## src/verilog/usc_defs.svh

```systemverilog
`ifndef USC_DEFS_SVH
`define USC_DEFS_SVH

// ----------------------------------------------------------------------------
// Register byte addresses
// ----------------------------------------------------------------------------
`define USC_OFS_STATUS    12'h000
`define USC_OFS_CONTROL   12'h004
`define USC_OFS_ADDRESS   12'h008
`define USC_OFS_FRM_LOW   12'h00C
`define USC_OFS_FRM_HIGH  12'h010
`define USC_OFS_EVT_STAT  12'h014
`define USC_OFS_EVT_MASK  12'h018

// ----------------------------------------------------------------------------
// Field positions
// ----------------------------------------------------------------------------
`define USC_CTL_SUSPEND   5
`define USC_CTL_RESUME    2
`define USC_CTL_BANKCLR   1
`define USC_CTL_ENABLE    0
`define USC_EVT_TOKDONE   0
`define USC_EVT_BUSRESET  1
`define USC_EVT_SOF       2
`define USC_EVT_SETUP     3

// ----------------------------------------------------------------------------
// Reset values and sizes
// ----------------------------------------------------------------------------
`define USC_CTL_RESET     8'h00
`define USC_ADDR_RESET    7'h00
`define USC_STAT_RESET    8'h00
`define USC_FRML_RESET    8'h00
`define USC_FRMH_RESET    3'h0
`define USC_FIFO_DEPTH    4
`define USC_NUM_EVENTS    4

`endif

```

## src/verilog/usc_pkg.sv

```systemverilog
package usc_pkg;
   typedef enum logic [1:0] {
      USC_DIR_OUT,
      USC_DIR_IN,
      USC_DIR_SETUP
   } usc_dir_t;
   typedef logic [7:0] usc_status_t;
endpackage

```

## src/verilog/usc_status_control.sv

```systemverilog
// The placing of the registers and the APB slave port are this design's own decisions.
`timescale 1ns/100ps
`include "usc_defs.svh"

// Notes on behaviour
// - Status register holds meaningful data only while token-done flag is set.
// - Each completed transaction with a used descriptor produces a status entry unless four entries already wait.
// - Status entries queue in order in a four-entry byte FIFO.
// - Clearing token-done loads the next queued entry into the status register.
// - If a further entry is waiting, token-done is raised again immediately.
// - Status bits 7..4 give the endpoint number of the last token.
// - Status bit 3 is one for IN transfers, zero for OUT.
// - Status bit 2 is one when the descriptor was in the odd bank.
// - A SETUP token sets control bit 5 and halts packet traffic.
// - Software clears control bit 5; token processing then resumes.
// - Control bit 2 drives resume signalling; software times and clears it.
// - Writing one to control bit 1 clears the odd bits of all endpoints.
// - Control bit 0 enables the module; setting it clears odd bits and engine.
// - Seven-bit address in bits 6..0 filters tokens; bit 7 reads zero.
// - Address clears to zero on reset and on USB bus reset.
// - Each SOF captures the 11-bit frame number into two registers.
module usc_status_control (
   input  wire logic        mclk,
   input  wire logic        reset,
   input  wire logic        psel,
   input  wire logic        penable,
   input  wire logic        pwrite,
   input  wire logic [11:0] paddr,
   input  wire logic [31:0] pwdata,
   output logic      [31:0] prdata,
   output logic             pready,
   output logic             pslverr,
   input  wire logic        tokenDone,
   input  wire logic [3:0]  tokenEndpoint,
   input  wire logic        tokenIsIn,
   input  wire logic        tokenOdd,
   input  wire logic        setupSeen,
   input  wire logic        tokenValid,
   input  wire logic [6:0]  tokenAddress,
   input  wire logic        sofSeen,
   input  wire logic [10:0] sofFrame,
   input  wire logic        busResetSeen,
   output logic             addressMatch,
   output logic             moduleEnable,
   output logic             transactionSuspend,
   output logic             driveResumeSignal,
   output logic             engineReset,
   output logic             pingpongBankClear,
   output logic             fifoFull,
   output logic             irq
);

   // -------------------------------------------------------------------------
   // Bus decode
   // -------------------------------------------------------------------------
   logic wrAcc;
   logic rdAcc;
   logic hitStatus;
   logic hitControl;
   logic hitAddress;
   logic hitFrmLow;
   logic hitFrmHigh;
   logic hitEvtStat;
   logic hitEvtMask;
   logic hitAny;

   always_comb begin
      hitStatus  = 1'b0;
      hitControl = 1'b0;
      hitAddress = 1'b0;
      hitFrmLow  = 1'b0;
      hitFrmHigh = 1'b0;
      hitEvtStat = 1'b0;
      hitEvtMask = 1'b0;
      if (paddr == `USC_OFS_STATUS) begin
         hitStatus = 1'b1;
      end else if (paddr == `USC_OFS_CONTROL) begin
         hitControl = 1'b1;
      end else if (paddr == `USC_OFS_ADDRESS) begin
         hitAddress = 1'b1;
      end else if (paddr == `USC_OFS_FRM_LOW) begin
         hitFrmLow = 1'b1;
      end else if (paddr == `USC_OFS_FRM_HIGH) begin
         hitFrmHigh = 1'b1;
      end else if (paddr == `USC_OFS_EVT_STAT) begin
         hitEvtStat = 1'b1;
      end else if (paddr == `USC_OFS_EVT_MASK) begin
         hitEvtMask = 1'b1;
      end
   end

   assign hitAny  = hitStatus | hitControl | hitAddress | hitFrmLow | hitFrmHigh | hitEvtStat | hitEvtMask;
   // Every register answers in the access cycle, so the bus never waits.
   assign pready  = 1'b1;
   assign pslverr = psel & penable & ~hitAny;
   assign wrAcc   = psel & penable & pwrite & hitAny;
   assign rdAcc   = psel & penable & ~pwrite & hitAny;

   // -------------------------------------------------------------------------
   // Status FIFO
   // -------------------------------------------------------------------------
   // The status register is the head of the queue. A head entry is only
   // presented while token-done is set, so the queue plus head is the store.
   usc_pkg::usc_status_t fifoMem_ff [`USC_FIFO_DEPTH];
   logic [1:0]           rdPtr_ff;
   logic [1:0]           wrPtr_ff;
   logic [2:0]           count_ff;
   usc_pkg::usc_status_t status_ff;
   logic                 tokDoneFlag_ff;
   usc_pkg::usc_status_t newEntry;
   logic                 push;
   logic                 pop;
   logic                 clearTokDone;

   assign newEntry     = {tokenEndpoint, tokenIsIn, tokenOdd, 2'b00};
   assign fifoFull     = (count_ff == 3'(`USC_FIFO_DEPTH));
   // A completion that arrives while four entries wait is lost; software must
   // service token-done before the engine finishes five more transactions.
   assign push         = tokenDone & ~fifoFull;
   assign clearTokDone = wrAcc & hitEvtStat & pwdata[`USC_EVT_TOKDONE];
   assign pop          = (count_ff != 3'd0) & (~tokDoneFlag_ff | clearTokDone);

   always_ff @(posedge mclk or posedge reset) begin
      if (reset) begin
         wrPtr_ff <= 2'd0;
      end else if (push) begin
         wrPtr_ff <= wrPtr_ff + 2'd1;
      end
   end

   always_ff @(posedge mclk or posedge reset) begin
      if (reset) begin
         rdPtr_ff <= 2'd0;
      end else if (pop) begin
         rdPtr_ff <= rdPtr_ff + 2'd1;
      end
   end

   always_ff @(posedge mclk or posedge reset) begin
      if (reset) begin
         count_ff <= 3'd0;
      end else begin
         count_ff <= count_ff + 3'(push) - 3'(pop);
      end
   end

   always_ff @(posedge mclk) begin
      if (push) begin
         fifoMem_ff[wrPtr_ff] <= newEntry;
      end
   end

   always_ff @(posedge mclk or posedge reset) begin
      if (reset) begin
         status_ff <= `USC_STAT_RESET;
      end else if (pop) begin
         status_ff <= fifoMem_ff[rdPtr_ff];
      end
   end

   // Token-done reasserts at once when another entry is waiting.
   always_ff @(posedge mclk or posedge reset) begin
      if (reset) begin
         tokDoneFlag_ff <= 1'b0;
      end else if (pop) begin
         tokDoneFlag_ff <= 1'b1;
      end else if (clearTokDone) begin
         tokDoneFlag_ff <= 1'b0;
      end
   end

   // -------------------------------------------------------------------------
   // Control register
   // -------------------------------------------------------------------------
   logic suspend_ff;
   logic resume_ff;
   logic enable_ff;
   logic bankClr_ff;
   logic engRst_ff;
   logic ctlWrite;
   logic enableRise;
   logic bankClrReq;

   assign ctlWrite   = wrAcc & hitControl;
   // Only a zero-to-one step of enable restarts the engine; rewriting a one keeps traffic going.
   assign enableRise = ctlWrite & pwdata[`USC_CTL_ENABLE] & ~enable_ff;
   assign bankClrReq = (ctlWrite & pwdata[`USC_CTL_BANKCLR]) | enableRise;

   // A setup token beats a software clear in the same cycle, so it is never lost.
   always_ff @(posedge mclk or posedge reset) begin
      if (reset) begin
         suspend_ff <= 1'b0;
      end else if (setupSeen) begin
         suspend_ff <= 1'b1;
      end else if (ctlWrite) begin
         suspend_ff <= pwdata[`USC_CTL_SUSPEND];
      end
   end

   // Resume signalling is not timed here; software owns its length.
   always_ff @(posedge mclk or posedge reset) begin
      if (reset) begin
         resume_ff <= 1'b0;
      end else if (ctlWrite) begin
         resume_ff <= pwdata[`USC_CTL_RESUME];
      end
   end

   always_ff @(posedge mclk or posedge reset) begin
      if (reset) begin
         enable_ff <= 1'b0;
      end else if (ctlWrite) begin
         enable_ff <= pwdata[`USC_CTL_ENABLE];
      end
   end

   // Bank clear and engine reset are one-cycle pulses; bit 1 never stores.
   always_ff @(posedge mclk or posedge reset) begin
      if (reset) begin
         bankClr_ff <= 1'b0;
      end else begin
         bankClr_ff <= bankClrReq;
      end
   end

   always_ff @(posedge mclk or posedge reset) begin
      if (reset) begin
         engRst_ff <= 1'b0;
      end else begin
         engRst_ff <= enableRise;
      end
   end

   assign moduleEnable       = enable_ff;
   assign transactionSuspend = suspend_ff;
   assign driveResumeSignal  = resume_ff;
   assign pingpongBankClear  = bankClr_ff;
   assign engineReset        = engRst_ff;

   // -------------------------------------------------------------------------
   // Address and frame number
   // -------------------------------------------------------------------------
   logic [6:0]  devAddr_ff;
   logic [7:0]  frmLow_ff;
   logic [2:0]  frmHigh_ff;

   always_ff @(posedge mclk or posedge reset) begin
      if (reset) begin
         devAddr_ff <= `USC_ADDR_RESET;
      end else if (busResetSeen) begin
         devAddr_ff <= `USC_ADDR_RESET;
      end else if (wrAcc & hitAddress) begin
         devAddr_ff <= pwdata[6:0];
      end
   end

   // A disabled module matches nothing, not even the default address.
   assign addressMatch = tokenValid & enable_ff & (tokenAddress == devAddr_ff);

   // Both halves load on the same edge, so a read never mixes two frames.
   always_ff @(posedge mclk or posedge reset) begin
      if (reset) begin
         frmLow_ff <= `USC_FRML_RESET;
      end else if (sofSeen) begin
         frmLow_ff <= sofFrame[7:0];
      end
   end

   always_ff @(posedge mclk or posedge reset) begin
      if (reset) begin
         frmHigh_ff <= `USC_FRMH_RESET;
      end else if (sofSeen) begin
         frmHigh_ff <= sofFrame[10:8];
      end
   end

   // -------------------------------------------------------------------------
   // Event status and mask
   // -------------------------------------------------------------------------
   logic [`USC_NUM_EVENTS-1:0] evtStat_ff;
   logic [`USC_NUM_EVENTS-1:0] evtMask_ff;
   logic [`USC_NUM_EVENTS-1:0] evtSet;
   logic [`USC_NUM_EVENTS-1:0] evtClr;

   // Token-done lives in its own flag so that popping can re-raise it.
   always_comb begin
      evtSet                    = '0;
      evtSet[`USC_EVT_BUSRESET] = busResetSeen;
      evtSet[`USC_EVT_SOF]      = sofSeen;
      evtSet[`USC_EVT_SETUP]    = setupSeen;
   end

   always_comb begin
      evtClr = '0;
      if (wrAcc & hitEvtStat) begin
         evtClr = pwdata[`USC_NUM_EVENTS-1:0];
      end
   end

   always_ff @(posedge mclk or posedge reset) begin
      if (reset) begin
         evtStat_ff <= '0;
      end else begin
         // Set wins over a write-one-to-clear in the same cycle.
         evtStat_ff <= (evtStat_ff & ~evtClr) | evtSet;
      end
   end

   // The mask only gates the interrupt line; status bits still record events.
   always_ff @(posedge mclk or posedge reset) begin
      if (reset) begin
         evtMask_ff <= '0;
      end else if (wrAcc & hitEvtMask) begin
         evtMask_ff <= pwdata[`USC_NUM_EVENTS-1:0];
      end
   end

   logic [`USC_NUM_EVENTS-1:0] evtView;

   always_comb begin
      evtView                   = evtStat_ff;
      evtView[`USC_EVT_TOKDONE] = tokDoneFlag_ff;
   end
   assign irq     = |(evtView & evtMask_ff);

   // -------------------------------------------------------------------------
   // Read data
   // -------------------------------------------------------------------------
   // Idle and unmapped cycles read zero, so no stale value leaks onto the bus.
   always_comb begin
      prdata = 32'h0000_0000;
      if (rdAcc & hitStatus) begin
         prdata[7:0] = status_ff;
      end else if (rdAcc & hitControl) begin
         prdata[`USC_CTL_SUSPEND] = suspend_ff;
         prdata[`USC_CTL_RESUME]  = resume_ff;
         prdata[`USC_CTL_ENABLE]  = enable_ff;
      end else if (rdAcc & hitAddress) begin
         prdata[6:0] = devAddr_ff;
      end else if (rdAcc & hitFrmLow) begin
         prdata[7:0] = frmLow_ff;
      end else if (rdAcc & hitFrmHigh) begin
         prdata[2:0] = frmHigh_ff;
      end else if (rdAcc & hitEvtStat) begin
         prdata[`USC_NUM_EVENTS-1:0] = evtView;
      end else if (rdAcc & hitEvtMask) begin
         prdata[`USC_NUM_EVENTS-1:0] = evtMask_ff;
      end
   end

endmodule // usc_status_control
```

## config.mk

```make
export PLATFORM = sky130hd
export DESIGN_NAME = usc_status_control
export DESIGN_NICKNAME = d
export VERILOG_FILES = /design/src/verilog/usc_pkg.sv /design/src/verilog/usc_status_control.sv
export VERILOG_INCLUDE_DIRS = /design/src /design/src/verilog
export SDC_FILE = /design/constraint.sdc
export NUM_CORES = 1
export LEC_CHECK = 0
export BUFFER_PORTS_ARGS = -buffer_cell sky130_fd_sc_hd__buf_4
export CAP_MARGIN = 40
export CORE_MARGIN = 2
export CORE_UTILIZATION = 50
export DETAILED_ROUTE_END_ITERATION = 8
export PLACE_DENSITY_LB_ADDON = 0.25
export SYNTH_ARGS = -nofsm -noshare
export SYNTH_HDL_FRONTEND = slang
export SYNTH_SLANG_ARGS = --single-unit
export TNS_END_PERCENT = 50
```

## constraint.sdc

```tcl
create_clock -name mclk -period 6.4 [get_ports mclk]
set_input_delay 0.64 -clock mclk [delete_from_list [all_inputs] [get_ports mclk]]
set_output_delay 0.64 -clock mclk [all_outputs]
set_load 0.01 [all_outputs]
```

[After elaboration in Yosys (flattened, before gate mapping)]
Memories as Yosys holds them, arrays and structs flattened. A register that Yosys moved wholly into a read port is not among the register bits.
Cells that the tools add are included.
Operators by class
  bitwise operators: 42
  mux-type cells: 52
  $add $sub $neg: 4
  eq/ne operators: 8
  reductions and logical operators: 6
Operators with widths (count)
  2-to-1 mux 1 bit: 40
  == test 12 x 5 -> 1 bit (second input constant): 3
  AND 1 bit: 25
  == test 12 x 4 -> 1 bit (second input constant): 2
  2-to-1 mux 7 bit: 3
  2-to-1 mux 4 bit: 5
  == test 12 x 3 -> 1 bit (second input constant): 1
  logical NOT 12 bit: 1
  AND 4 bit: 2
  2-to-1 mux 8 bit: 1
  bitwise OR 1 bit: 8
  == test 7 bit: 1
  nonzero test 2 bit: 3
  NOT 1 bit: 5
  adder 2 x 1 -> 2 bit (second input constant): 2
  2-to-1 mux 2 bit: 2
  NOT 4 bit: 1
  bitwise OR 4 bit: 1
  OR reduction 4 bit: 1
  adder 3 x 1 -> 3 bit: 1
  == test 3 bit (second input constant): 1
  2-to-1 mux 3 bit: 1
  nonzero test 3 bit: 1
  subtractor 3 x 1 -> 3 bit: 1
Storage, ports and cells
  memory bits (writable): 24
  memories kept: 1
  output and inout port bits: 42
  register bits: 47
Memories
  fifoMem_ff: words 4, width 6, rd ports 1, clocked after memory_dff 1, wr ports 1, line usc_status_control.sv:104  | usc_pkg::usc_status_t fifoMem_ff [`USC_FIFO_DEPTH];

[Depth between registers and ports, before layout]
Gate-level depths: netlist of the first run.
  depth in word-level cells: 18
  gate-level depth with buffers: 13
  gate-level depth less buffers: 12

[Worst setup path after synthesis of the first run]
Ideal clock, no wire load.
  kind: input to register
  from: input paddr[9]
  to: register count_ff[2]
  slack: 3.642 ns
  stages: 12
  arrival: 2.635 ns
  library setup time: 0.123 ns
  path through: nor4_4 -> nand4_4 -> o21ai_2 -> nand2_4 -> inv_1 -> ha_1 -> inv_1 -> ha_1 -> inv_1 -> fa_1 -> xnor2_1 -> xnor2_1
Between the ends
  cells in the longest elaborated chain, start to end: 15
  elaborated cells between the ends (all ways): 47
Ends and longest elaborated chain
  start: declaration: line usc_status_control.sv:28  | input wire logic [11:0] paddr,
  == test 12 x 3 -> 1 bit (no line), or another cell as far along
  2-to-1 mux 1 bit, or another cell as far along: line usc_status_control.sv:77  | end else if (paddr == `USC_OFS_CONTROL) begin
  2-to-1 mux 1 bit, or another cell as far along: line usc_status_control.sv:75  | if (paddr == `USC_OFS_STATUS) begin
  bitwise OR 1 bit, or another cell as far along (4 in series): line usc_status_control.sv:92  | assign hitAny = hitStatus | hitControl | hitAddress | hitFrmLow | hitFrmHigh | hitEvtStat | hitEvtMask;
  bitwise OR 1 bit / 2-to-1 mux 1 bit (equally long branches): line usc_status_control.sv:92, usc_status_control.sv:75
  bitwise OR 1 bit: line usc_status_control.sv:92
  AND 1 bit: line usc_status_control.sv:96  | assign wrAcc = psel & penable & pwrite & hitAny;
  AND 1 bit (*) (2 in series): line usc_status_control.sv:120  | assign clearTokDone = wrAcc & hitEvtStat & pwdata[`USC_EVT_TOKDONE];
  bitwise OR 1 bit (*): line usc_status_control.sv:121  | assign pop = (count_ff != 3'd0) & (~tokDoneFlag_ff | clearTokDone);
  AND 1 bit (*): line usc_status_control.sv:121
  named net pop: line usc_status_control.sv:112  | logic pop;
  subtractor 3 x 1 -> 3 bit (*): line usc_status_control.sv:143  | count_ff <= count_ff + 3'(push) - 3'(pop);
  end signal: assignment: line usc_status_control.sv:143
  end: declaration: line usc_status_control.sv:107  | logic [2:0] count_ff;
The timed path passes the listed nets; every way through them passes the cells marked *.
A chain may end at the register's enable or synchronous reset.

[Worst setup path in the final report of the first run]
  from: input paddr[9]
  to: output prdata[5]
Between the ends
  cells in the longest elaborated chain, start to end: 15
  elaborated cells between the ends (all ways): 50
Ends and longest elaborated chain
  == test 12 x 3 -> 1 bit (no line), or another cell as far along
  2-to-1 mux 1 bit, or another cell as far along: line usc_status_control.sv:77
  2-to-1 mux 1 bit, or another cell as far along: line usc_status_control.sv:75
  bitwise OR 1 bit, or another cell as far along (4 in series): line usc_status_control.sv:92
  bitwise OR 1 bit / 2-to-1 mux 1 bit (equally long branches): line usc_status_control.sv:92, usc_status_control.sv:75
  bitwise OR 1 bit: line usc_status_control.sv:92
  AND 1 bit: line usc_status_control.sv:97  | assign rdAcc = psel & penable & ~pwrite & hitAny;
  AND 1 bit: line usc_status_control.sv:340  | end else if (rdAcc & hitFrmLow) begin
  2-to-1 mux 4 bit: line usc_status_control.sv:340
  2-to-1 mux 7 bit: line usc_status_control.sv:338  | end else if (rdAcc & hitAddress) begin
  2-to-1 mux 1 bit: line usc_status_control.sv:334  | end else if (rdAcc & hitControl) begin
  2-to-1 mux 8 bit (*): line usc_status_control.sv:332  | if (rdAcc & hitStatus) begin
  end: declaration: line usc_status_control.sv:30  | output logic [31:0] prdata,
Every way passes the cells marked *; elsewhere a longest branch is shown, timed or not.

==> results of run 1 <==
[synthesized netlist by cell type (2+ instances only)]
library cell / instances / area, µm²
dfrtp_1: 44 / 1101
buf_4: 28 / 210.2
edfxtp_1: 24 / 720.7
nand2_1: 20 / 75.07
mux2_2: 19 / 214.0
a21oi_1: 13 / 65.06
o21ai_0: 12 / 60.06
nor2_1: 11 / 41.29
inv_1: 10 / 37.54
xnor2_1: 10 / 87.58
nand3_1: 8 / 40.04
mux4_2: 7 / 157.7
and2_1: 6 / 37.54
ha_1: 6 / 75.07
mux2_4: 6 / 90.09
nor2b_1: 6 / 37.54
clkbuf_1: 4 / 15.01
mux2i_1: 4 / 40.04
a21o_1: 3 / 22.52
a22oi_1: 3 / 22.52
buf_1: 3 / 11.26
nor3b_1: 3 / 22.52
nor4_1: 3 / 18.77
conb_1: 2 / 7.510
nand4_1: 2 / 12.51
o22ai_1: 2 / 12.51
or3_1: 2 / 12.51
xor2_1: 2 / 17.52
[cell type report]
| type | count | area (µm²) |
|---|---|---|
| Clock inverter | 4 | 71.32 |
| Tap cell | 96 | 120.1 |
| Fill cell | 578 | 2579 |
| Timing Repair Buffer | 70 | 525.5 |
| Clock buffer | 12 | 155.1 |
| Multi-Input combinational cell | 194 | 1484 |
| Inverter | 10 | 37.54 |
| Sequential cell | 68 | 1822 |
[through the flow]
stage	setup slack, ns	area (µm²)
3_3_place_gp	3.292	3989
4_1_cts	3.415	4215
6_report	3.435	4215
5_1_grt	3.322	4215
2_1_floorplan	3.642	3580
3_5_place_dp	3.233	3989
[power by group through the flow]
| stage | clock network, mW | logic (mW) | registers [mW] |
|---|---|---|---|
| floorplan | 0 | 0.176 | 0.548 |
| global placement | 0 | 0.209 | 0.567 |
| detailed placement | 0 | 0.218 | 0.571 |
| CTS | 0.407 | 0.218 | 0.563 |
| global route | 0.431 | 0.239 | 0.570 |
| finish | 0.399 | 0.214 | 0.562 |
[cells by family after synthesis]
group	Yosys count	synth area share, %
adder cells (fa/ha/maj)	7	2.722
AO/OA/AOI/OAI	41	7.378
multiplexers	36	14.36
XOR/XNOR	12	3.009
other	2	0.2150
buffers and inverters	45	7.844
flip-flops	68	52.15
AND/OR/NAND/NOR	73	12.32
[cells in the final DEF (no fill, tap or decap), drive strengths merged, types with 2 or more instances in the layout]
master,netlist,layout
or3,2,2
mux4,7,7
dfrtp,44,44
o21ai,13,13
mux2i,4,4
a21o,3,3
edfxtp,24,24
ha,6,6
nand4,3,3
nand3,8,8
a2111oi,2,2
nor2b,6,6
nor2,11,11
a21oi,13,13
o22ai,2,2
a22oi,3,3
nor4,4,4
clkbuf,4,12
and2,6,6
xor2,2,2
nor3,3,3
buf,31,70
mux2,25,25
or2,2,2
xnor2,10,10
inv,10,10
conb,2,25
nand2,21,21
bufinv,0,2
nor3b,4,4
[registers in the layout, indices dropped and copies added, names as in the netlist]
name and count:
moduleEnable 1, pingpongBankClear 1, status_ff 6, wrPtr_ff 2, frmLow_ff 8, devAddr_ff 7
frmHigh_ff 3, rdPtr_ff 2, driveResumeSignal 1, evtStat_ff 3, count_ff 3, fifoMem_ff 24
evtMask_ff 4, tokDoneFlag_ff 1, transactionSuspend 1, engineReset 1
[routing by layer]
| metal | vias to the layer above | routed length, µm | global-route usage, % | share of wire, % |
|---|---|---|---|---|
| met5 | - | 0 | 0 | 0 |
| met4 | 0 | 65 | 4.895 | 0.89 |
| met3 | 7 | 403 | 7.163 | 5.5 |
| met2 | 76 | 3940 | 36.91 | 54 |
| met1 | 1153 | 2855 | 23.39 | 39 |
| li1 | 1094 | - | - | - |
[worst max-delay path: stages]
cell,delay [ns]
buf_4,0.12
nor4_4,0.40
nand4b_1,0.30
or2_1,0.35
a2111oi_2,0.32
buf_4,0.18
[path summary, 6_finish.rpt]
| kind | end | depth (start not counted) | slack (ns) | start |
|---|---|---|---|---|
| worst max-delay path | prdata[5] | 6 | 3.43 | paddr[9] |
| worst min-delay path | frmLow_ff[5] | 3 | 0.44 | reset |
| worst max register to register | count_ff[2] | 10 | 4.02 | count_ff[1] |
| worst min register to register | count_ff[2] | 1 | 0.50 | count_ff[2] |
| max in group asynchronous | status_ff[6] | 3 | 5.57 | reset |
| min in group mclk | evtStat_ff[3] | 2 | 0.49 | setupSeen |
==> key figures, run 1 <==
Status
  – Outcome: complete, no violations

Min path
  – Hold WC Path Type: in -> async

Floorplanning
  – Initial Util: ~51%
  – I/O pins: 120
  – Die Area: roughly 7700 µm²
  – Core area: between 6000 and 7000 µm²
  – Die Wd: slightly below 90 µm
  – Chip height: 87.59 µm
  – FP Rows: 30

Clock network
  – CTS root buf: clkbuf_8
  – CTS Buffer Depth: 2
  – Hold buffers post-CTS: 0
  – Post_cts resized: 0
  – Setup repair bufs after CTS: 0
  – H-tree Lvls: 3
  – Clock transition at path regs: around 0.07 ns
  – Inserted Clock Buffers: 9
  – TritonCTS clock tree: done
  – Clock network latency to the later pin of the worst-skew pair: 0.34 ns
  – CTS sink cnt: 68

Finish
  – Area Growth Syn to Fin: 20.67%
  – Core Util, Final: between 60% and 70%
  – Fin nets: 438
  – # diodes: 0
  – Post-route insts no fill: 454
  – Layout cells sized above 1: between 30% and 40%

Setup path
  – Arrival time at the worst endpoint: around 2.3 ns
  – Startpoint types: input port
  – Crit path capture type: primary output
  – Critical Path RT: 5.76 ns
  – Crit-path max FO: 5
  – Worst Path Class, Setup: in -> out

Power
  – Tot Pwr: 1.175 mW
  – Sequential Power Share: 47.8%
  – Combinational group share of total power: 18.2%
  – Max VDD drop: approximately 0.00021 V
  – P_leak: 1.808 nW
  – Net switching power: 304.3 µW
  – Int Pwr: 871.1 µW
  – P per Cell Area: 278.8 nW/µm²
  – Switch share: 25.89%
  – Clock power share: ~34%

STA
  – Minimum clock period: between 2 and 3 ns
  – Endpoints failing setup: 0
  – Worst slew margin: 61.50%
  – Fin. Hold Viols: 0
  – RSZ-0062 raised after global routing: no
  – Fmax achieved: 0.3373 GHz
  – Hold Slack: ~0.44 ns
  – Worst slew pin tran: 0.5629 ns
  – Fin Setup TNS: 0 ns
  – Final worst path period share: 46.33%
  – Fin Clk Skew: 0.008382 ns
  – Max-slew violations: 0

Global routing
  – Antenna violations before repair: 0
  – Total track usage: roughly 21%
  – Vias in the first global route: about 2.4k
  – GRT overflow: 0
  – Largest net degree at the start of global routing: 45
  – First-pass GRT wire length: 11.71 mm

Routing
  – Post-route DRC violation count: 0
  – First drt pass iteration count: 4
  – Antenna-violating nets left: 0
  – Post-DR wirelength/cell: 16.00 µm
  – Starting DRT DRC Count: 126
  – Routed vias: around 2.3k
  – Vias per inst: 5.132
  – Total length of routed wires: 7.264 mm

Yosys
  – Synth Register Bits: 68
  – Seq/Total Area, Yosys: between 50% and 60%
  – Ys async rst share: 64.71%
  – Post-synth EDFFs: 24
  – Synth Flop Type: dfrtp_1
  – Synthesized cell area: 3493 µm²
  – Cell count after synthesis: around 280
  – Yosys warnings: 0
  – Mean post-synth cell area: 12.30 µm²
  – Post-synth cell types: 49

Placement
  – Port Buf Inserts: 69
  – Placed Cells: 438
  – RePlAce Congestion: 0.8544
  – Detail Placement HPWL: 5.407 mm

Run
  – Max_cap viols: 0
Note: power is estimated with default switching activity, not from simulation.
==> inputs of run 2 (changes only) <==
==> constraint.sdc (replaced) <==
create_clock -name mclk -period 3 [get_ports mclk]
set_input_delay 0.3 -clock mclk [delete_from_list [all_inputs] [get_ports mclk]]
set_output_delay 0.3 -clock mclk [all_outputs]
set_load 0.01 [all_outputs]
==> key figures, run 2 (synthesized netlist as in run 1, its figures left out) <==
Status
  – Outcome: complete, no violations

Finish
  – Core Util, Final: 61.80% (-0.24 points)
  – Top Registers: fifoMem_ff: 24 flops, frmLow_ff: 8 flops, devAddr_ff: 7 flops
  – Largest Register: fifoMem_ff
  – Most frequent cells in the layout: buf_4 (73), dfrtp_1 (44), conb_1 (25)
  – Post-route insts no fill: 457 (+0.66%)
  – Area Growth Syn to Fin: 20.20%
  – Commonest non-fill, non-tap cell in the layout: buf_4
  – Fin nets: 441 (+0.68%)
  – # diodes: 0 (unchanged)
  – Layout cells sized above 1: 34.90% (about the same)
  – Max FFs per register: 24 (unchanged)

Power
  – Max VDD drop: 0.0004218 V (+100%)
  – P_leak: 1.806 nW (-0.11%)
  – P per Cell Area: 569.7 nW/µm² (+100%)
  – Tot Pwr: 2.392 mW (+100%)

STA
  – RSZ-0062 raised after global routing: no
  – Fmax achieved: 0.4242 GHz
  – Worst slew pin tran: 0.5552 ns (-0.007720 ns)
  – Minimum clock period: 2.357 ns
  – Hold Slack: 0.1000 ns (-0.3391 ns)
  – Final worst path period share: 78.58%
  – Endpoints failing setup: 0 (unchanged)
  – Fin. Hold Viols: 0 (unchanged)
  – Max-slew violations: 0 (unchanged)
  – Worst slew margin: 62.03% (+0.53 points)
  – Fin Setup TNS: 0 ns (unchanged)
  – Fin Clk Skew: 0.006017 ns (-0.002365 ns)

Placement
  – Detail Placement HPWL: 5.370 mm (-0.68%)
  – Port Buf Inserts: 69 (unchanged)
  – Placed Cells: 441 (+0.68%)
  – RePlAce Congestion: 0.8773 (+2.7%)

Run
  – Max_cap viols: 0 (unchanged)

Clock network
  – Inserted Clock Buffers: 9 (unchanged)
  – CTS Buffer Depth: 2 (unchanged)
  – Setup repair bufs after CTS: 0 (unchanged)
  – Hold buffers post-CTS: 0 (unchanged)
  – CTS sink cnt: 68 (unchanged)
  – Clock network latency to the later pin of the worst-skew pair: 0.34 ns (about the same)
  – TritonCTS clock tree: done
  – CTS root buf: clkbuf_8
  – Clock transition at path regs: 0.07 ns (about the same)
  – Post_cts resized: 0 (unchanged)
  – H-tree Lvls: 3 (unchanged)

Routing
  – Routed vias: 2286 (-1.9%)
  – Antenna-violating nets left: 0 (unchanged)
  – Total length of routed wires: 7.087 mm (-2.4%)
  – Post-DR wirelength/cell: 15.51 µm (-3.1%)
  – Post-route DRC violation count: 0 (unchanged)
  – Starting DRT DRC Count: 72 (-43%)
  – First drt pass iteration count: 4 (unchanged)
  – Vias per inst: 5.002 (-2.5%)

Setup path
  – Slowest-stage cell, CP: nor2b_1
  – Startpoint types: register
  – Arrival time at the worst endpoint: 2.63 ns (+0.30 ns)
  – Largest stage delay, worst path: 0.42 ns (+0.02 ns)
  – Crit-path max FO: 8 (+3)
  – CP cell instances: nor3b_1, nor2b_1, inv_1, ha_1, inv_1, ha_1, inv_1, fa_1, xnor2_1, xnor2_1
  – CP dominant cell by count: inv_1
  – Crit path capture type: register
  – Critical Path RT: 3.27 ns (-2.49 ns)
  – Worst Path Class, Setup: reg -> reg

Min path
  – Hold WC Path Type: in -> async

Global routing
  – Largest net degree at the start of global routing: 45 (unchanged)
  – Met2 usage: 34.23% (-2.7 points)
  – Antenna violations before repair: 0 (unchanged)
  – GRT overflow: 0 (unchanged)
  – Total track usage: 19.82% (-0.68 points)
  – GR Layer Usage met1: 23.74% (+0.35 points)
  – Global routing usage on met3: 4.147% (-3.0 points)
  – First-pass GRT wire length: 11.36 mm (-2.9%)
  – GRT busiest layer: met2
  – Vias in the first global route: 2363 (-2.4%)

Floorplanning
  – Die Area: 7671 µm² (unchanged)
  – Core area: 6794 µm² (unchanged)
  – I/O pins: 120 (unchanged)
  – Die Wd: 87.59 µm (unchanged)
  – Chip height: 87.59 µm (unchanged)
  – FP Rows: 30 (unchanged)
  – Initial Util: 51.42% (unchanged)
==> run 2: cell type report <==
class	count	area, µm²
Tap cell	96	120.1
Sequential cell	68	1822
Multi-Input combinational cell	194	1484
Clock buffer	14	152.6
Fill cell	585	2595
Timing Repair Buffer	73	548.0
Inverter	10	37.54
Clock inverter	2	35.03
==> run 2: path summary, 6_finish.rpt <==
kind                                  startpoint          endpoint  slack (ns)  cells after the start
worst max register to register       count_ff[2]       count_ff[2]        0.64                     10
max in group asynchronous                  reset     evtStat_ff[2]        2.52                      3
worst min-delay path                       reset     devAddr_ff[4]        0.10                      3
worst max-delay path                 count_ff[2]       count_ff[2]        0.64                     10
min in group mclk               tokenEndpoint[2]  fifoMem_ff[3][4]        0.16                      1
worst min register to register       count_ff[2]       count_ff[2]        0.50                      1
==> run 2: critical path, delay by kind of cell, from the launching register on <==
| family | cells | cell delay (ns) |
|---|---|---|
| xor gates and xnor gates | 2 | 0.31 |
| buffers and inverters | 3 | 0.19 |
| adders and majority gates | 3 | 0.79 |
| DFF | 1 | 0.40 |
| and+or+nand+nor | 2 | 0.58 |
==> run 2: metrics by stage <==
| stage | instance area [µm²] | setup WS, ns |
|---|---|---|
| floorplan | 3580 | 0.5825 |
| global route | 4199 | 0.4213 |
| CTS | 4199 | 0.6372 |
| finish | 4199 | 0.6426 |
| global placement | 4011 | 0.4683 |
| detailed placement | 4011 | 0.4449 |
==> run 2: power breakdown <==
| group | internal, mW | leakage [nW] | total (mW) | switching, mW |
|---|---|---|---|---|
| clock network | 0.407 | 0.0947 | 0.740 | 0.332 |
| registers | 1.11 | 0.760 | 1.20 | 0.0875 |
| logic | 0.240 | 0.951 | 0.458 | 0.218 |
| total | 1.75 | 1.81 | 2.39 | 0.638 |
==> run 2: routing by layer <==
metal	vias up	wire length, µm	share of wire, %
met4	0	150	2.1
met2	60	3717	52
met5	-	0	0
met3	14	361	5.1
li1	1099	-	-
met1	1113	2858	40
==> inputs of run 3 (changes only) <==
--- a/config.mk
+++ b/config.mk
@@ -6,10 +6,11 @@
 export SDC_FILE = /design/constraint.sdc
 export NUM_CORES = 1
 export LEC_CHECK = 0
+export ABC_AREA = 1
 export BUFFER_PORTS_ARGS = -buffer_cell sky130_fd_sc_hd__buf_4
 export CAP_MARGIN = 40
 export CORE_MARGIN = 2
-export CORE_UTILIZATION = 50
+export CORE_UTILIZATION = 46
 export DETAILED_ROUTE_END_ITERATION = 8
 export PLACE_DENSITY_LB_ADDON = 0.25
 export SYNTH_ARGS = -nofsm -noshare
==> constraint.sdc (replaced) <==
create_clock -name mclk -period 1.9 [get_ports mclk]
set_input_delay 0.19 -clock mclk [delete_from_list [all_inputs] [get_ports mclk]]
set_output_delay 0.19 -clock mclk [all_outputs]
set_load 0.01 [all_outputs]
==> key figures, run 3 <==
Status
  – Outcome: finished with violations
  – Failing checks: negative setup slack

Yosys
  – Top post-synthesis cells by count: nand2_1 (67), nor2_1 (67), inv_1 (54)
  – Post-Synth Adder-Cell Area: 2.549% (-0.17 points)
  – Mean post-synth cell area: 8.717 µm² (-29%)
  – Yosys warnings: 0 (unchanged)
  – Ys async rst share: 64.71% (unchanged)
  – Synth Flop Type: dfrtp_1
  – Synthesized cell area: 3731 µm² (+6.8%)
  – Post-synth EDFFs: 24 (unchanged)
  – Synth Area in Simple Gates: 22.87% (+11 points)
  – Mux contribution to synthesized area: 0% (-14 points)
  – Seq/Total Area, Yosys: 48.83% (-3.3 points)
  – Post-Synth XOR/XNOR Area: 1.174% (-1.8 points)
  – Area leader, netlist: dfrtp_1
  – Cell count after synthesis: 428 (+51%)
  – Synth Register Bits: 68 (unchanged)
  – Post-synth cell types: 40 (-18%)
  – Synth area leaders: dfrtp_1 (30%), edfxtp_1 (19%), nand2_1 (6.7%)
  – Synth top area share: 29.51% (-2.0 points)
  – Main combinational cell family by area after synthesis: simple AND/OR/NAND/NOR gates
  – Synth Area in Compound Gates: 11.54% (+4.2 points)

Clock network
  – Clock network latency to the later pin of the worst-skew pair: 0.35 ns (about the same)
  – TritonCTS clock tree: done
  – Clock transition at path regs: 0.08 ns (about the same)
  – CTS sink cnt: 68 (unchanged)
  – CTS Buffer Depth: 2 (unchanged)
  – Inserted Clock Buffers: 9 (unchanged)
  – CTS root buf: clkbuf_8
  – H-tree Lvls: 3 (unchanged)

Power
  – Combinational group share of total power: 20.3% (+1.2 points)
  – P_leak: 2.320 nW (+29%)
  – Switch share: 29.32% (+2.7 points)
  – Sequential Power Share: 47.0% (-3.0 points)
  – Clock power share: 32.7% (+1.8 points)
  – Max VDD drop: 0.0005897 V (+40%)
  – Net switching power: 1.116 mW (+75%)
  – Int Pwr: 2.690 mW (+53%)
  – P per Cell Area: 760.3 nW/µm² (+33%)

Finish
  – Largest Register: fifoMem_ff
  – Top Registers: fifoMem_ff: 24 flops, frmLow_ff: 8 flops, devAddr_ff: 7 flops
  – Fin nets: 626 (+42%)
  – # diodes: 0 (unchanged)
  – Max FFs per register: 24 (unchanged)
  – Layout cells sized above 1: 37.55% (+2.6 points)
  – Area Growth Syn to Fin: 34.17%
  – Most frequent cells in the layout: buf_4 (91), nor2_1 (59), nand2_1 (56)
  – Commonest non-fill, non-tap cell in the layout: buf_4

Setup path
  – Buf/Inv on CP: 3 (unchanged)
  – Critical Path RT: 2.15 ns (-1.12 ns)
  – CP top delay family: adder cells
  – CP dominant cell by count: inv_2
  – Crit path capture type: register
  – Arrival time at the worst endpoint: 2.18 ns (-0.45 ns)
  – Crit-path max FO: 3 (-5)
  – CP cell instances: or2_4, o21ai_4, ha_4, inv_2, ha_4, inv_2, fa_2, inv_2
  – Largest stage delay, worst path: 0.52 ns (+0.10 ns)
  – Worst Path Class, Setup: reg -> reg
  – Slowest-stage cell, CP: fa_2
  – Startpoint types: register

Run
  – Max_cap viols: 0 (unchanged)

STA
  – Worst setup margin: -0.02869 ns (-0.6713 ns)
  – Worst slew margin: 65.67% (+3.6 points)
  – Hold Slack: 0.04039 ns (-0.05966 ns)
  – Worst slew pin tran: 0.5130 ns (-0.04218 ns)
  – Endpoints failing setup: 1 (+1)
  – RSZ-0062 raised after global routing: yes
  – Minimum clock period: 1.929 ns (-0.4287 ns)
  – Fin Clk Skew: 0.004974 ns (-0.001043 ns)
  – Final worst path period share: 101.5% (+23 points)
  – Fmax achieved: 0.5185 GHz (+22%)
  – Fin. Hold Viols: 0 (unchanged)
  – Max-slew violations: 0 (unchanged)

Routing
  – Post-route DRC violation count: 0 (unchanged)
  – Vias per inst: 4.830 (-3.4%)
  – Routed vias: 3130 (+37%)
  – Post-DR wirelength/cell: 13.18 µm (-15%)
  – Starting DRT DRC Count: 151 (+110%)
  – Antenna-violating nets left: 0 (unchanged)
  – First drt pass iteration count: 4 (unchanged)
  – Total length of routed wires: 8.538 mm (+20%)

Global routing
  – Antenna violations before repair: 0 (unchanged)
  – Largest net degree at the start of global routing: 19 (-58%)
  – GRT overflow: 0 (unchanged)
  – Total track usage: 19.51% (-0.31 points)
  – First-pass GRT wire length: 13.34 mm (+17%)
  – Vias in the first global route: 3032 (+28%)

Floorplanning
  – FP Rows: 32 (+6.7%)
  – Die Wd: 94.06 µm (+7.4%)
  – Die Area: 8847 µm² (+15%)
  – Initial Util: 47.79% (-3.6 points)
  – Core area: 7807 µm² (+15%)
  – I/O pins: 120 (unchanged)
  – Chip height: 94.06 µm (+7.4%)

Placement
  – Dpl ws: -0.3139 ns (-0.7589 ns)
  – RePlAce Congestion: 0.9876 (+13%)
  – Port Buf Inserts: 69 (unchanged)
  – Detail Placement HPWL: 6.331 mm (+18%)

Min path
  – Hold WC Path Type: in -> reg
## run 3: final cells by class
class / instances / area [µm²]
tap: 102 / 127.6
clock inverter: 7 / 82.58
fill: 660 / 2801
timing repair buffer: 109 / 884.6
clock buffer: 9 / 123.9
inverter: 66 / 262.8
multi-input combinational: 287 / 1703
sequential: 68 / 1822
## run 3: worst reg2reg max path: stages, from the launching register on
cell	delay [ns]
dfrtp_1	0.42
or2_4	0.28
o21ai_4	0.16
ha_4	0.22
inv_2	0.06
ha_4	0.12
inv_2	0.03
fa_2	0.52
inv_2	0.03
## run 3: cells by family after synthesis
logic type,count (synthesis)
xor+xnor,5
other cells,2
fa+ha+maj,7
flops,68
buf+inv,97
compound gates,68
simple gates,181
## run 3: path summary, 6_finish.rpt
kind / startpoint / to / slack, ns / cells after the start
worst min-delay path: tokenIsIn / fifoMem_ff[3][1] / 0.04 / 1
max in group asynchronous: reset / driveResumeSignal / 1.00 / 4
worst max-delay path: count_ff[1] / count_ff[1] / -0.03 / 8
worst max register to register: count_ff[1] / count_ff[1] / -0.03 / 8
min in group asynchronous: reset / wrPtr_ff[1] / 0.35 / 3
worst min register to register: frmLow_ff[3] / frmLow_ff[3] / 0.47 / 2
## run 3: timing repair
action / 4_1_cts / 5_1_grt
hold endpoints to repair: 12 / 0
gates resized for setup: 5 / 63
gates cloned: 0 / 1
hold buffers: 1 / 0
setup buffers: 2 / 5
pin swaps: 5 / 32
endpoints found under the setup margin: 11 / 11
## run 3: layer usage
metal	share of wire, %	GRT usage (%)
met1	41	23.54
met2	51	34.70
met3	6.3	4.815
met4	1.2	5.193
met5	0	0
## run 3: stage by stage
| stage | TNS (ns) | power (mW) | std cells | utilization, % | cell area, µm² |
|---|---|---|---|---|---|
| global placement | -0.6597 | 2.471 | 623 | 57.82 | 4514 |
| detailed placement | -0.8878 | 2.507 | 623 | 57.82 | 4514 |
| CTS | -0.04021 | 3.782 | 642 | 61.07 | 4768 |
| global route | -0.3633 | 4.011 | 648 | 64.12 | 5006 |
| floorplan | -0.4374 | 2.238 | 451 | - | 3855 |
| finish | -0.02869 | 3.806 | 648 | 64.12 | 5006 |
## run 3: power groups by stage
stage	Combinational [mW]	Clock [mW]	Sequential (mW)
floorplan	0.427	0	1.81
global placement	0.670	0	1.80
detailed placement	0.699	0	1.81
CTS	0.730	1.27	1.79
global route	0.878	1.32	1.81
finish	0.772	1.25	1.79
